===== src/rtcmux_pkg.sv =====
// Package with constants and types for the RTC interrupt output mux
package rtcmux_pkg;

  // Register offsets (word aligned byte addresses)
  localparam logic [7:0] OFS_CONTROL = 8'h00;
  localparam logic [7:0] OFS_STATUS = 8'h04;
  localparam logic [7:0] OFS_CLEAR = 8'h08;
  localparam logic [7:0] OFS_ENABLE = 8'h0C;
  localparam logic [7:0] OFS_PINS = 8'h10;

  // Control register field positions
  localparam int POS_SEL1 = 0;
  localparam int POS_SEL2 = 4;
  localparam int POS_STATIC1 = 8;
  localparam int POS_STATIC2 = 9;
  localparam int POS_SQ_ENABLE = 10;
  localparam int POS_TPOL = 11;
  localparam int POS_READY = 12;

  // Reset values
  localparam logic [12:0] RST_CONTROL = 13'h0300;
  localparam logic [2:0] RST_ENABLE = 3'h0;

  // Interrupt status bit positions
  localparam int EV_IRQ = 0;
  localparam int EV_ALARM = 1;
  localparam int EV_TIMER = 2;

  // Primary select codes
  localparam logic [1:0] SEL1_STATIC = 2'h0;
  localparam logic [1:0] SEL1_INV_IRQ = 2'h1;
  localparam logic [1:0] SEL1_NALARM = 2'h2;
  localparam logic [1:0] SEL1_SQUARE = 2'h3;

  // Secondary select codes
  localparam logic [2:0] SEL2_STATIC = 3'h0;
  localparam logic [2:0] SEL2_INV_IRQ = 3'h1;
  localparam logic [2:0] SEL2_NALARM = 3'h2;
  localparam logic [2:0] SEL2_TIMER = 3'h3;
  localparam logic [2:0] SEL2_SQUARE = 3'h4;

  // Power-up hold state machine
  typedef enum logic [1:0] {
    RTCMUX_HOLD = 2'b01,
    RTCMUX_RUN = 2'b10
  } rtcmux_phase_t;

  // Software control fields
  typedef struct packed {
    logic ready;
    logic timer_polarity;
    logic square_wave_enable;
    logic secondary_static_level;
    logic primary_static_level;
    logic gap_hi; // Unused bit 7, reads zero
    logic [2:0] secondary_pin_select;
    logic [1:0] gap_lo; // Unused bits 3:2, read zero
    logic [1:0] primary_pin_select;
  } rtcmux_ctrl_t;

  // Synchroniser stages for four async inputs
  typedef struct packed {
    logic [3:0] s1;
    logic [3:0] s2;
    logic [3:0] s3;
    logic [3:0] val;
  } rtcmux_sync_t;

  // Whole module state
  typedef struct packed {
    rtcmux_phase_t phase;
    rtcmux_ctrl_t ctrl;
    rtcmux_sync_t sync;
    logic [2:0] status;
    logic [2:0] enable;
    logic [2:0] prev;
    logic [31:0] rdata;
    logic irq;
    logic primary_oe;
    logic secondary_oe;
    logic timer_oe;
  } rtcmux_state_t;

endpackage : rtcmux_pkg


===== src/rtcmux_top.sv =====
// Output selection logic for the three open-drain RTC signal pins
`timescale 1ns/1ps
// Notes on behaviour
// - Primary pin only pulls low or releases
// - Primary pin held low until core ready
// - Primary select: static, inverted irq, inverted alarm
// - Square wave on primary only when enabled
// - Secondary select: static, inverted irq, inverted alarm, timer
// - Square wave on secondary only when enabled
// - Timer on secondary supports both polarities
// - Timer pin pulls low while timer active
// - Secondary pin open drain, may float
module rtcmux_top (
  input wire logic REF_CLK, // 200 MHz core clock
  input wire logic RSTN, // Async reset, active low
  input wire logic [7:0] ADDR, // Register byte address
  input wire logic [31:0] WDATA, // Write data
  input wire logic WR, // Write strobe
  input wire logic RD, // Read strobe
  output logic [31:0] RDATA, // Read data, cycle after strobe
  input wire logic COMBINED_IRQ, // Combined interrupt, active high
  input wire logic ALARM_INTERRUPT, // Alarm interrupt, active high
  input wire logic COUNTDOWN_INTERRUPT, // Timer interrupt, active high
  input wire logic SQUARE_WAVE, // Square wave from generator
  output logic PRIMARY_IRQ_CLOCK_PIN_O, // Output level, always low
  output logic PRIMARY_IRQ_CLOCK_PIN_OE, // High while pulling low
  output logic SECONDARY_IRQ_PIN_O, // Output level, always low
  output logic SECONDARY_IRQ_PIN_OE, // High while pulling low
  output logic TIMER_IRQ_PIN_O, // Output level, always low
  output logic TIMER_IRQ_PIN_OE, // High while pulling low
  output logic IRQ // Level interrupt to local logic
);

  rtcmux_pkg::rtcmux_state_t st; // Registered state
  rtcmux_pkg::rtcmux_state_t next_st; // Next state
  logic [3:0] raw_in; // Async inputs bundle
  logic [2:0] events; // Synchronised event levels
  logic sel_wr; // Write decode helper

  // Address match helper
  function automatic logic hit(input logic [7:0] a, input logic [7:0] ofs);
    hit = (a == ofs);
  endfunction

  // Bundle async inputs
  assign raw_in = {SQUARE_WAVE, COUNTDOWN_INTERRUPT, ALARM_INTERRUPT, COMBINED_IRQ};
  assign events = st.sync.val[2:0];
  assign sel_wr = WR && hit(ADDR, rtcmux_pkg::OFS_CONTROL);

  // Next state logic
  always_comb begin
    logic drive1; // Primary pin high wish
    logic drive2; // Secondary pin high wish
    logic sq_wave; // Filtered square wave
    next_st = st;
    drive1 = 1'b1;
    drive2 = 1'b1;
    sq_wave = st.sync.val[3];
    // Three stage synchroniser, accept when stages two and three agree
    next_st.sync.s1 = raw_in;
    next_st.sync.s2 = st.sync.s1;
    next_st.sync.s3 = st.sync.s2;
    for (int i = 0; i < 4; i++) begin
      if (st.sync.s2[i] == st.sync.s3[i]) begin
        next_st.sync.val[i] = st.sync.s3[i];
      end
    end
    // Control write
    if (sel_wr) begin
      next_st.ctrl = rtcmux_pkg::rtcmux_ctrl_t'(WDATA[12:0]);
      // Unused bits never stored
      next_st.ctrl.gap_hi = 1'b0;
      next_st.ctrl.gap_lo = 2'h0;
    end
    // Enable write
    if (WR && hit(ADDR, rtcmux_pkg::OFS_ENABLE)) begin
      next_st.enable = WDATA[2:0];
    end
    // Clear, then rising events set; set wins
    if (WR && hit(ADDR, rtcmux_pkg::OFS_CLEAR)) begin
      next_st.status = st.status & ~WDATA[2:0];
    end
    next_st.prev = events;
    next_st.status = next_st.status | (events & ~st.prev);
    next_st.irq = |(next_st.status & next_st.enable);
    // Read mux
    next_st.rdata = 32'h0000_0000;
    if (RD) begin
      if (hit(ADDR, rtcmux_pkg::OFS_CONTROL)) begin
        next_st.rdata = {19'h0, st.ctrl};
      end else if (hit(ADDR, rtcmux_pkg::OFS_STATUS)) begin
        next_st.rdata = {29'h0, st.status};
      end else if (hit(ADDR, rtcmux_pkg::OFS_ENABLE)) begin
        next_st.rdata = {29'h0, st.enable};
      end else if (hit(ADDR, rtcmux_pkg::OFS_PINS)) begin
        next_st.rdata = {28'h0, st.phase == rtcmux_pkg::RTCMUX_RUN,
          st.timer_oe, st.secondary_oe, st.primary_oe};
      end
    end
    unique case (st.phase)
      rtcmux_pkg::RTCMUX_HOLD: begin
        if (sel_wr ? WDATA[rtcmux_pkg::POS_READY] : st.ctrl.ready) begin
          next_st.phase = rtcmux_pkg::RTCMUX_RUN;
        end
      end
      rtcmux_pkg::RTCMUX_RUN: begin
        next_st.phase = rtcmux_pkg::RTCMUX_RUN;
      end
      default: begin
        next_st.phase = rtcmux_pkg::RTCMUX_HOLD;
      end
    endcase
    unique case (st.ctrl.primary_pin_select)
      rtcmux_pkg::SEL1_STATIC: drive1 = st.ctrl.primary_static_level;
      rtcmux_pkg::SEL1_INV_IRQ: drive1 = ~events[rtcmux_pkg::EV_IRQ];
      rtcmux_pkg::SEL1_NALARM: drive1 = ~events[rtcmux_pkg::EV_ALARM];
      rtcmux_pkg::SEL1_SQUARE: drive1 = st.ctrl.square_wave_enable ? sq_wave : 1'b1;
    endcase
    unique case (st.ctrl.secondary_pin_select)
      rtcmux_pkg::SEL2_STATIC: drive2 = st.ctrl.secondary_static_level;
      rtcmux_pkg::SEL2_INV_IRQ: drive2 = ~events[rtcmux_pkg::EV_IRQ];
      rtcmux_pkg::SEL2_NALARM: drive2 = ~events[rtcmux_pkg::EV_ALARM];
      // Polarity set: pin low while timer active
      rtcmux_pkg::SEL2_TIMER: drive2 = events[rtcmux_pkg::EV_TIMER] ^ st.ctrl.timer_polarity;
      rtcmux_pkg::SEL2_SQUARE: drive2 = st.ctrl.square_wave_enable ? sq_wave : 1'b1;
      default: drive2 = 1'b1;
    endcase
    next_st.primary_oe = (next_st.phase == rtcmux_pkg::RTCMUX_HOLD) || !drive1;
    next_st.secondary_oe = !drive2;
    next_st.timer_oe = events[rtcmux_pkg::EV_TIMER];
  end

  // State register
  always_ff @(posedge REF_CLK or negedge RSTN) begin
    if (!RSTN) begin
      st <= '0;
      st.phase <= rtcmux_pkg::RTCMUX_HOLD;
      st.ctrl <= rtcmux_pkg::RST_CONTROL;
      st.enable <= rtcmux_pkg::RST_ENABLE;
      st.primary_oe <= 1'b1;
    end else begin
      st <= next_st;
    end
  end

  // Outputs straight from flops; data lines constant low
  assign RDATA = st.rdata;
  assign IRQ = st.irq;
  assign PRIMARY_IRQ_CLOCK_PIN_OE = st.primary_oe;
  assign SECONDARY_IRQ_PIN_OE = st.secondary_oe;
  assign TIMER_IRQ_PIN_OE = st.timer_oe;
  assign PRIMARY_IRQ_CLOCK_PIN_O = 1'b0;
  assign SECONDARY_IRQ_PIN_O = 1'b0;
  assign TIMER_IRQ_PIN_O = 1'b0;

  // Assertions
  // All checks sample on the core clock and pause in reset

  AST_HOLD_LOW: assert property (@(posedge REF_CLK) disable iff (!RSTN)
    st.phase == rtcmux_pkg::RTCMUX_HOLD |-> PRIMARY_IRQ_CLOCK_PIN_OE)
    else $error("Primary pin released during hold");

  AST_RUN_KEEPS: assert property (@(posedge REF_CLK) disable iff (!RSTN)
    st.phase == rtcmux_pkg::RTCMUX_RUN |=> st.phase == rtcmux_pkg::RTCMUX_RUN)
    else $error("Running phase left without reset");

  AST_OD1: assert property (@(posedge REF_CLK) disable iff (!RSTN)
    PRIMARY_IRQ_CLOCK_PIN_O == 1'b0)
    else $error("Primary pin drives high");

  AST_OD2: assert property (@(posedge REF_CLK) disable iff (!RSTN)
    SECONDARY_IRQ_PIN_O == 1'b0)
    else $error("Secondary pin drives high");

  AST_OD3: assert property (@(posedge REF_CLK) disable iff (!RSTN)
    TIMER_IRQ_PIN_O == 1'b0)
    else $error("Timer pin drives high");

  AST_TIMER: assert property (@(posedge REF_CLK) disable iff (!RSTN)
    TIMER_IRQ_PIN_OE == $past(events[rtcmux_pkg::EV_TIMER]))
    else $error("Timer pin mismatch");

  AST_P_STATIC: assert property (@(posedge REF_CLK) disable iff (!RSTN)
    st.phase == rtcmux_pkg::RTCMUX_RUN && st.ctrl.primary_pin_select == rtcmux_pkg::SEL1_STATIC
    |=> PRIMARY_IRQ_CLOCK_PIN_OE == !$past(st.ctrl.primary_static_level))
    else $error("Primary static wrong");

  AST_P_IRQ: assert property (@(posedge REF_CLK) disable iff (!RSTN)
    st.phase == rtcmux_pkg::RTCMUX_RUN && st.ctrl.primary_pin_select == rtcmux_pkg::SEL1_INV_IRQ
    && $stable(st.ctrl) |=> PRIMARY_IRQ_CLOCK_PIN_OE == $past(events[rtcmux_pkg::EV_IRQ]))
    else $error("Primary irq select wrong");

  AST_P_ALARM: assert property (@(posedge REF_CLK) disable iff (!RSTN)
    st.phase == rtcmux_pkg::RTCMUX_RUN && st.ctrl.primary_pin_select == rtcmux_pkg::SEL1_NALARM
    |=> PRIMARY_IRQ_CLOCK_PIN_OE == $past(events[rtcmux_pkg::EV_ALARM]))
    else $error("Primary alarm select wrong");

  AST_SQUARE1: assert property (@(posedge REF_CLK) disable iff (!RSTN)
    st.phase == rtcmux_pkg::RTCMUX_RUN && st.ctrl.primary_pin_select == rtcmux_pkg::SEL1_SQUARE
    && !st.ctrl.square_wave_enable |=> !PRIMARY_IRQ_CLOCK_PIN_OE)
    else $error("Square wave toggles primary while disabled");

  // Square wave on primary when enabled
  AST_P_SQUARE_ON: assert property (@(posedge REF_CLK) disable iff (!RSTN)
    st.phase == rtcmux_pkg::RTCMUX_RUN && st.ctrl.primary_pin_select == rtcmux_pkg::SEL1_SQUARE
    && st.ctrl.square_wave_enable |=> PRIMARY_IRQ_CLOCK_PIN_OE == !$past(st.sync.val[3]))
    else $error("Primary square wave wrong");

  AST_SQUARE2: assert property (@(posedge REF_CLK) disable iff (!RSTN)
    st.ctrl.secondary_pin_select == rtcmux_pkg::SEL2_SQUARE
    && !st.ctrl.square_wave_enable |=> !SECONDARY_IRQ_PIN_OE)
    else $error("Square wave toggles secondary while disabled");

  // Square wave on secondary when enabled
  AST_S_SQUARE_ON: assert property (@(posedge REF_CLK) disable iff (!RSTN)
    st.ctrl.secondary_pin_select == rtcmux_pkg::SEL2_SQUARE
    && st.ctrl.square_wave_enable |=> SECONDARY_IRQ_PIN_OE == !$past(st.sync.val[3]))
    else $error("Secondary square wave wrong");

  AST_TPOL: assert property (@(posedge REF_CLK) disable iff (!RSTN)
    st.ctrl.secondary_pin_select == rtcmux_pkg::SEL2_TIMER
    |=> SECONDARY_IRQ_PIN_OE == ($past(events[rtcmux_pkg::EV_TIMER]) ~^ $past(st.ctrl.timer_polarity)))
    else $error("Timer polarity wrong");

  AST_S_STATIC: assert property (@(posedge REF_CLK) disable iff (!RSTN)
    st.ctrl.secondary_pin_select == rtcmux_pkg::SEL2_STATIC
    |=> SECONDARY_IRQ_PIN_OE == !$past(st.ctrl.secondary_static_level))
    else $error("Secondary static wrong");

  AST_S_IRQ: assert property (@(posedge REF_CLK) disable iff (!RSTN)
    st.ctrl.secondary_pin_select == rtcmux_pkg::SEL2_INV_IRQ
    |=> SECONDARY_IRQ_PIN_OE == $past(events[rtcmux_pkg::EV_IRQ]))
    else $error("Secondary irq select wrong");

  AST_S_ALARM: assert property (@(posedge REF_CLK) disable iff (!RSTN)
    st.ctrl.secondary_pin_select == rtcmux_pkg::SEL2_NALARM
    |=> SECONDARY_IRQ_PIN_OE == $past(events[rtcmux_pkg::EV_ALARM]))
    else $error("Secondary alarm select wrong");

  AST_S_RELEASE: assert property (@(posedge REF_CLK) disable iff (!RSTN)
    st.ctrl.secondary_pin_select > rtcmux_pkg::SEL2_SQUARE |=> !SECONDARY_IRQ_PIN_OE)
    else $error("Unused secondary code drives pin");

  // Interrupt level follows enabled status
  AST_IRQ_LEVEL: assert property (@(posedge REF_CLK) disable iff (!RSTN)
    IRQ == |(st.status & st.enable))
    else $error("Interrupt level wrong");

  // Read data zero outside read answers
  AST_RDATA_IDLE: assert property (@(posedge REF_CLK) disable iff (!RSTN)
    !RD |=> RDATA == 32'h0000_0000)
    else $error("Read data not zero when idle");

  // Status read returns sticky bits
  AST_RD_STATUS: assert property (@(posedge REF_CLK) disable iff (!RSTN)
    RD && ADDR == rtcmux_pkg::OFS_STATUS |=> RDATA == {29'h0, $past(st.status)})
    else $error("Status read wrong");

  // Pin state read returns drive enables
  AST_RD_PINS: assert property (@(posedge REF_CLK) disable iff (!RSTN)
    RD && ADDR == rtcmux_pkg::OFS_PINS
    |=> RDATA[2:0] == $past({TIMER_IRQ_PIN_OE, SECONDARY_IRQ_PIN_OE, PRIMARY_IRQ_CLOCK_PIN_OE}))
    else $error("Pin state read wrong");

  // Reads above the map return zero
  AST_RD_UNMAPPED: assert property (@(posedge REF_CLK) disable iff (!RSTN)
    RD && ADDR > rtcmux_pkg::OFS_PINS |=> RDATA == 32'h0000_0000)
    else $error("Unmapped read not zero");

  // Per event: sticky until cleared, set wins over clear
  for (genvar i = 0; i < 3; i++) begin : g_sticky
    // Bit holds unless a clear names it
    AST_STICKY: assert property (@(posedge REF_CLK) disable iff (!RSTN)
      st.status[i] && !(WR && hit(ADDR, rtcmux_pkg::OFS_CLEAR) && WDATA[i]) |=> st.status[i])
      else $error("Status bit lost without clear");
    // Rising event always sets the bit
    AST_SET_WINS: assert property (@(posedge REF_CLK) disable iff (!RSTN)
      events[i] && !st.prev[i] |=> st.status[i])
      else $error("Event did not set status");
  end

  // Covers
  COV_RUN: cover property (@(posedge REF_CLK) disable iff (!RSTN)
    $rose(st.phase == rtcmux_pkg::RTCMUX_RUN));
  COV_IRQ: cover property (@(posedge REF_CLK) disable iff (!RSTN) $rose(IRQ));
  COV_SQUARE: cover property (@(posedge REF_CLK) disable iff (!RSTN)
    st.ctrl.square_wave_enable && $rose(PRIMARY_IRQ_CLOCK_PIN_OE));
  COV_TIMER_POL: cover property (@(posedge REF_CLK) disable iff (!RSTN)
    st.ctrl.secondary_pin_select == rtcmux_pkg::SEL2_TIMER && st.ctrl.timer_polarity && SECONDARY_IRQ_PIN_OE);
  COV_CLEAR: cover property (@(posedge REF_CLK) disable iff (!RSTN)
    WR && hit(ADDR, rtcmux_pkg::OFS_CLEAR) && |st.status);

endmodule // rtcmux_top


===== config.mk =====
export PLATFORM = sky130hd
export DESIGN_NAME = rtcmux_top
export DESIGN_NICKNAME = d
export VERILOG_FILES = /design/src/rtcmux_pkg.sv /design/src/rtcmux_top.sv
export SDC_FILE = /design/constraint.sdc
export NUM_CORES = 1
export LEC_CHECK = 0
export BUFFER_PORTS_ARGS = -buffer_cell sky130_fd_sc_hd__buf_4
export CAP_MARGIN = 40
export CORE_UTILIZATION = 40
export CTS_BUF_LIST = sky130_fd_sc_hd__clkbuf_8
export CTS_CLUSTER_SIZE = 20
export DETAILED_ROUTE_END_ITERATION = 10
export PLACE_DENSITY_LB_ADDON = 0.05
export SLEW_MARGIN = 25
export SYNTH_ARGS = -nofsm -noshare
export SYNTH_HDL_FRONTEND = slang
export SYNTH_SLANG_ARGS = --single-unit

===== constraint.sdc =====
create_clock -name REF_CLK -period 1.5 [get_ports REF_CLK]
set_clock_uncertainty 0.05 [all_clocks]
set_input_delay 0.075 -clock REF_CLK [delete_from_list [all_inputs] [get_ports REF_CLK]]
set_output_delay 0.075 -clock REF_CLK [all_outputs]
set_load 0.05 [all_outputs]

* Word-level counts from Yosys, hierarchy flattened *
Cells that the tools add are included.

storage, ports and cells
  bits of input ports = 48
  output and inout port bits = 39
  flip-flop bits (word level) = 73
  word-level logic and storage cells = 73

operators by class
  equality and inequality tests = 18
  reduce and logical (&&, ||, !) cells = 10
  bitwise gates (word level) = 9
  multiplexer cells = 13

operators by type and width
  kind                                                             count
  13-bit 2-to-1 mux                                                2
  8-bit by 4-bit == test with 1-bit output, second input constant  2
  4-bit 2-to-1 mux                                                 3
  3-bit AND                                                        3
  8-bit by 3-bit == test with 1-bit output, second input constant  1
  8-bit by 5-bit == test with 1-bit output, second input constant  1
  8-bit logical NOT                                                1
  2-bit by 1-bit == test with 1-bit output, second input constant  3
  2-bit == test, second input constant                             3
  3-bit by 2-bit == test with 1-bit output, second input constant  2
  3-bit 2-to-1 mux                                                 2
  3-bit inverter                                                   2
  1-bit case mux with 5 select lines                               1
  1-bit == test                                                    4
  1-bit case mux with 4 select lines                               1
  2-bit case mux with 2 select lines                               1
  3-bit by 1-bit == test with 1-bit output, second input constant  1
  3-bit == test, second input constant                             1
  1-bit logical AND                                                3
  3-bit logical NOT                                                1
  3-bit OR                                                         1
  3-bit OR reduction                                               1
  1-bit logical NOT                                                2
  2-bit logical NOT                                                1
  5 further kinds                                                  7

* Depth between registers and ports, before layout *
Gate-level depths: netlist (run 1).

  depth in word-level cells = 7
  mapped depth = 5
  depth with buffers taken out = 5

* Worst setup path before layout (run 1) *
No wires, ideal clock.

  path type = input to register
  start point = in ADDR[1]
  end point = reg st (netlist bit IRQ)
  path buffers = 0
  stages on the path = 4
  data arrival time = 1.220 ns
  required time = 1.310 ns
  slack = 0.090 ns
  setup time = 0.140 ns
  path through = or3_1 > or3_1 > mux2i_1 > o221ai_1

RTL lines
  item                    line               source
  start: declaration      rtcmux_top.sv:16   input wire logic [7:0] ADDR,
  end signal: assignment  rtcmux_top.sv:142  st <= next_st;
  end: declaration        rtcmux_top.sv:34   rtcmux_pkg::rtcmux_state_t st;

==> summary.md, run 1 <==
| Metric | Value |
|---|---|
| Measured slew at the worst slew-check pin | `0.6403 ns` |
| Synth Area per Inst | `12.47 µm²` |
| Fmax | `0.7416 GHz` |
| Placer congestion estimate | `0.8311` |
| Share of post-route cells with drive strength above 1 | `34.01%` |
| DIE HEIGHT | `77.74 µm` |
| Clock slew at reported path FFs | `0.09 ns` |
| Die ar. | `6044 µm²` |
| Fraction of the yosys area taken by sequential cells | `56.92%` |
| Antenna diode count | `0` |
| Port buffer count | `42` |
| Vias in the first global route | `1462` |
| Hold Crit Depth | `3` |
| Leak | `1.409 nW` |
| Detail Placement HPWL | `3033 µm` |
| Std cell rows | `27` |
| Critical Path RT | `1.69 ns` |
| Final Net Count | `296` |
| Final WL | `4031 µm` |
| Initial Util | `41.67%` |
| Antenna violations before repair | `0` |
| Data arrival, critical path | `1.53 ns` |
| Postcts setup bufs | `0` |
| CP endpoint kind | `flop` |
| Wire length of the first global-routing pass | `6927 µm` |
| Async SR Flop Fraction | `100.0%` |
| Mapped cell area | `2295 µm²` |
| Routed WL per cell | `12.64 µm` |
| Netlist cell types | `37` |
| Yosys warning total | `0` |
| Core ar. | `5507 µm²` |
| Sink Count | `52` |
| RSZ-0062 raised after global routing | `no` |
| Via count | `1449` |
| Critical Path Source Type | `flop` |
| HP Class | `input port to flop` |
| CTS tree | `done` |
| Fin crit share | `89.90%` |
| MaxCap Viol Count | `0` |
| CTS buffer count | `5` |
| Power Total | `0.003023 W` |
| GRT overflow | `0` |
| Crit path kind | `flop to flop` |
| Largest net degree at the start of global routing | `53` |
| IR Drop Worst-Case VDD | `0.5877 mV` |
| Reg2reg path depth | `4` |
| Antenna Nets Post-Route | `0` |
| CP Max Fanout | `3` |
| Worst setup startpoint | `st[69]` |
| Post-Synthesis Cells | `184` |
| Number of H-tree levels | `2` |
| Final non-filler cell total | `319` |
| Vias per std cell | `4.542` |
| Final hold vios | `0` |
| GR Util All Layers | `14.92%` |
| Status | `finished, final reports clean` |
| Top FF cell, synth | `dfrtp_1` |
| RR Startpoint | `st[69]` |
| Clk_lat worst skew | `0.30 ns` |
| Min-delay src | `RD` |
| Main area contributors after synthesis | `dfrtp_1, buf_4, dfstp_2` |
| Synth top cells by count | `dfrtp_1, buf_4, inv_1` |
| Root Buffer | `clkbuf_8` |
| CTS Buffer Depth | `2` |
| Max_slew headroom | `57.32%` |
| Hold_buf cts | `16` |
| Minimum clock period | `1.348 ns` |
| # IOs | `87` |
| Initial drt markers | `87` |
| DR pass1 iterations | `6` |
| Leading area contributor after synthesis | `dfrtp_1` |
| Post-DP Area | `2595 µm²` |
| Number of synthesized register bits | `52` |
| Syn-to-layout area delta | `24.92%` |
| # resized after CTS | `0` |
| EDFF count, synth | `0` |
| PD cells | `1055 nW/µm²` |
| Placed Cells | `295` |
| Die X | `77.74 µm` |
| Dominant cell by count in the synthesized netlist | `dfrtp_1` |
| Post-synth top area share | `52.34%` |
| Final number of setup-violating endpoints | `0` |
| Drt drc | `0` |
| Fin Hold WS | `0.09366 ns` |
| Final non-filler cell area | `2867 µm²` |
| Pins Over Slew Limit | `0` |
## sequential cells by signal, indices dropped and copies added (netlist names)
name	cells
PRIMARY_IRQ_CLOCK_PIN_OE	1
st	26
next_st	8
IRQ	1
SECONDARY_IRQ_PIN_OE	1
events	3
RDATA	12
## cell families (layout without fill, tap and decap cells)
logic type,Yosys count,in the layout,share of synthesized area (%)
buf+inv,48,89,13.90
mux,14,14,7.906
fa+ha+maj,6,6,2.835
xor+xnor,1,1,0.3817
other cells,1,23,0.1634
compound gates,21,21,6.652
flops,52,52,56.92
simple gates,41,41,11.23
## per-stage QoR
stage               worst slack, ns  setup TNS, ns  utilization (%)
floorplan                   0.09048              0                -
global placement           -0.05748        -0.2343            47.13
detailed placement         -0.09679        -0.3108            47.13
CTS                          0.1300              0            52.06
global route                0.07488              0            52.06
finish                       0.1515              0            52.06
## layout make-up
| class | instances | area, µm² |
|---|---|---|
| clock buffers | 5 | 68.82 |
| well taps | 72 | 90.09 |
| multi-input cells | 106 | 752.0 |
| inverters | 11 | 41.29 |
| fillers | 493 | 2640 |
| repair buffers | 70 | 565.5 |
| clock inverters | 3 | 42.54 |
| flip-flops and latches | 52 | 1306 |
## layout by cell type (no fill, tap or decap), types with 5 or more instances in the layout
master,Yosys,routed
buf_4,35,54
dfrtp_1,48,48
conb_1,1,23
dlygate4sd3_1,0,16
inv_1,11,11
and2_1,9,9
mux2_2,9,9
nor2_1,8,8
a21oi_1,6,6
a2bb2oi_1,5,5
clkbuf_8,0,5
## layer usage
metal / GRT usage, % / wire length, µm
met1: 19.08 / 1819
met2: 24.16 / 1947
met3: 4.235 / 198
met4: 5.283 / 66
met5: 0 / 0
## critical path, stage by stage, from the launching register on
cell and delay (ns):
dfstp_2 0.55, inv_1 0.04, mux4_2 0.47, nor2_1 0.10, o31ai_1 0.08
## power breakdown
group	total [W]	leakage, nW	internal (W)	switching (W)
Sequential	0.00155	0.646	0.00150	0.0000550
Combinational	0.000537	0.709	0.000203	0.000334
Clock	0.000936	0.0541	0.000494	0.000443
Total	0.00302	1.41	0.00219	0.000831
## path summary, 6_finish.rpt
kind | end | slack (ns)
max reg2reg | PRIMARY_IRQ_CLOCK_PIN_OE | 0.15
min in group asynchronous | st[48] | 0.28
max in group asynchronous | st[75] | 0.69
max | PRIMARY_IRQ_CLOCK_PIN_OE | 0.15
min | RDATA[3] | 0.09
min reg2reg | next_st[49] | 0.31
Note: power is estimated with default switching activity, not from simulation.
==> run 2, diff against run 1 <==
clock period = 1.45 ns   (was 1.5 ns; I/O delays follow)
==> run 2 against run 1 <==
Net effect:
- critical path depth is 1 higher
- non-clock buffer count stayed put
- clock-buffer cell count is 1 higher
- largest power group unchanged
- worst hold slack worse by 0.073 ns
- largest cell class unchanged
- combinational power is 3.9% higher
- critical endpoint unchanged
- design area is 0.26% higher
- clock power is 11% higher
- via count is 0.35% higher
==> summary.md, run 2 (synthesized netlist as in run 1, its figures left out) <==
| Metric | Value |
|---|---|
| Initial drt markers | `157` |
| Die X | `77.74 µm` |
| Drt drc | `0` |
| Wire length of the first global-routing pass | `6913 µm` |
| Largest net degree at the start of global routing | `53` |
| Switch share | `27.37%` |
| Seq pwr share | `50.2%` |
| Core ar. | `5507 µm²` |
| Detail Placement HPWL | `2998 µm` |
| MaxCap Viol Count | `0` |
| Die ar. | `6044 µm²` |
| Minimum clock period | `1.352 ns` |
| RSZ-0062 raised after global routing | `no` |
| Final number of setup-violating endpoints | `0` |
| Fin crit share | `93.22%` |
| Reg2Reg Setup Slack | `0.1 ns` |
| Switch Pwr | `0.0008752 W` |
| Std cell rows | `27` |
| Final non-filler cell total | `319` |
| Top reg by flops | `st` |
| Setup WS pre-CTS | `-0.1206 ns` |
| Internal Power | `0.002323 W` |
| Data arrival, critical path | `1.51 ns` |
| Vias in the first global route | `1510` |
| CTS buffer count | `5` |
| Leak | `1.418 nW` |
| DIE HEIGHT | `77.74 µm` |
| PD cells | `1113 nW/µm²` |
| GR Util All Layers | `14.95%` |
| Antenna violations before repair | `0` |
| Status | `finished, final reports clean` |
| DR pass1 iterations | `4` |
| Vias per std cell | `4.558` |
| Part of the power in the clock network | `32.4%` |
| Critical Path RT | `1.61 ns` |
| Final hold vios | `0` |
| Routed WL per cell | `12.90 µm` |
| Comb power frac | `17.4%` |
| Root Buffer | `clkbuf_8` |
| Clock slew at reported path FFs | `0.09 ns` |
| GRT overflow | `0` |
| Measured slew at the worst slew-check pin | `0.6435 ns` |
| CTS Buffer Depth | `2` |
| Critical Path Source Type | `flop` |
| Max_slew headroom | `57.10%` |
| HP Class | `input port to flop` |
| Pins Over Slew Limit | `0` |
| IR Drop Worst-Case VDD | `0.6390 mV` |
| Most frequent cells in the layout | `buf_4, dfrtp_1, conb_1` |
| Largest register FFs | `26` |
| # IOs | `87` |
| CP endpoint kind | `flop` |
| Placer congestion estimate | `0.8633` |
| # resized after CTS | `0` |
| Syn-to-layout area delta | `25.25%` |
| Fmax | `0.7398 GHz` |
| Via count | `1454` |
| Final WS setup | `0.09833 ns` |
| Antenna diode count | `0` |
| Port buffer count | `42` |
| Placed Cells | `296` |
| Final WL | `4114 µm` |
| Final Net Count | `296` |
| Antenna Nets Post-Route | `0` |
| Commonest non-fill, non-tap cell in the layout | `buf_4` |
| CP Max Fanout | `5` |
| Crit path kind | `flop to flop` |
| Clk_lat worst skew | `0.30 ns` |
| Initial Util | `41.67%` |
| Sink Count | `52` |
| Share of post-route cells with drive strength above 1 | `34.41%` |
| Number of H-tree levels | `2` |
| CTS tree | `done` |
-- run 2: stage by stage --
stage / utilization [%] / instance area [µm²] / total power [W] / hold WS [ns] / TNS (ns)
after global placement: 47.26 / 2603 / 0.002146 / 0.08118 / -0.5738
final: 52.19 / 2874 / 0.003198 / 0.02052 / 0
after floorplan: - / 2377 / 0.002020 / -0.2731 / 0
after detailed placement: 47.26 / 2603 / 0.002163 / 0.09573 / -0.6326
after CTS: 52.19 / 2874 / 0.003230 / 0.01051 / 0
after global routing: 52.19 / 2874 / 0.003345 / 0.01403 / 0
-- run 2: power groups by stage --
| stage | combinational [W] | clock [W] | sequential [W] |
|---|---|---|---|
| 2_1_floorplan | 0.000357 | 0 | 0.00166 |
| 3_3_place_gp | 0.000519 | 0 | 0.00163 |
| 3_5_place_dp | 0.000529 | 0 | 0.00163 |
| 4_1_cts | 0.000562 | 0.00106 | 0.00161 |
| 5_1_grt | 0.000609 | 0.00112 | 0.00162 |
| 6_report | 0.000558 | 0.00104 | 0.00160 |
-- run 2: worst max-delay path: stages (launching register included) --
cell and delay [ns]:
dfstp_2 0.56, inv_1 0.04, ha_1 0.25, nor2_1 0.12, nor2_1 0.04, o31ai_1 0.20
-- run 2: worst paths after layout --
path                            cells past startpoint        start                  endpoint
worst max register to register                      5       st[74]  PRIMARY_IRQ_CLOCK_PIN_OE
min in group asynchronous                           2         RSTN                    st[48]
worst min register to register                      0  next_st[54]               next_st[50]
max in group asynchronous                           2         RSTN                    st[38]
worst max-delay path                                5       st[74]  PRIMARY_IRQ_CLOCK_PIN_OE
worst min-delay path                                3    WDATA[12]  PRIMARY_IRQ_CLOCK_PIN_OE
-- run 2: what timing repair did --
action	4_1_cts	5_1_grt
hold buffers	15	0
hold endpoints to repair	64	0
buffers inserted	0	0
-- run 2: final cells by class --
class	count	area (µm²)
Sequential cell	52	1306
Fill cell	495	2633
Clock buffer	6	82.58
Timing Repair Buffer	70	563.0
Multi-Input combinational cell	106	752.0
Inverter	11	41.29
Clock inverter	2	38.79
Tap cell	72	90.09
-- run 2: routing by layer --
layer	share of wire [%]	global-route usage, %
met1	44	18.75
met2	49	24.60
met3	5.2	3.176
met4	1.5	6.981
met5	0	0
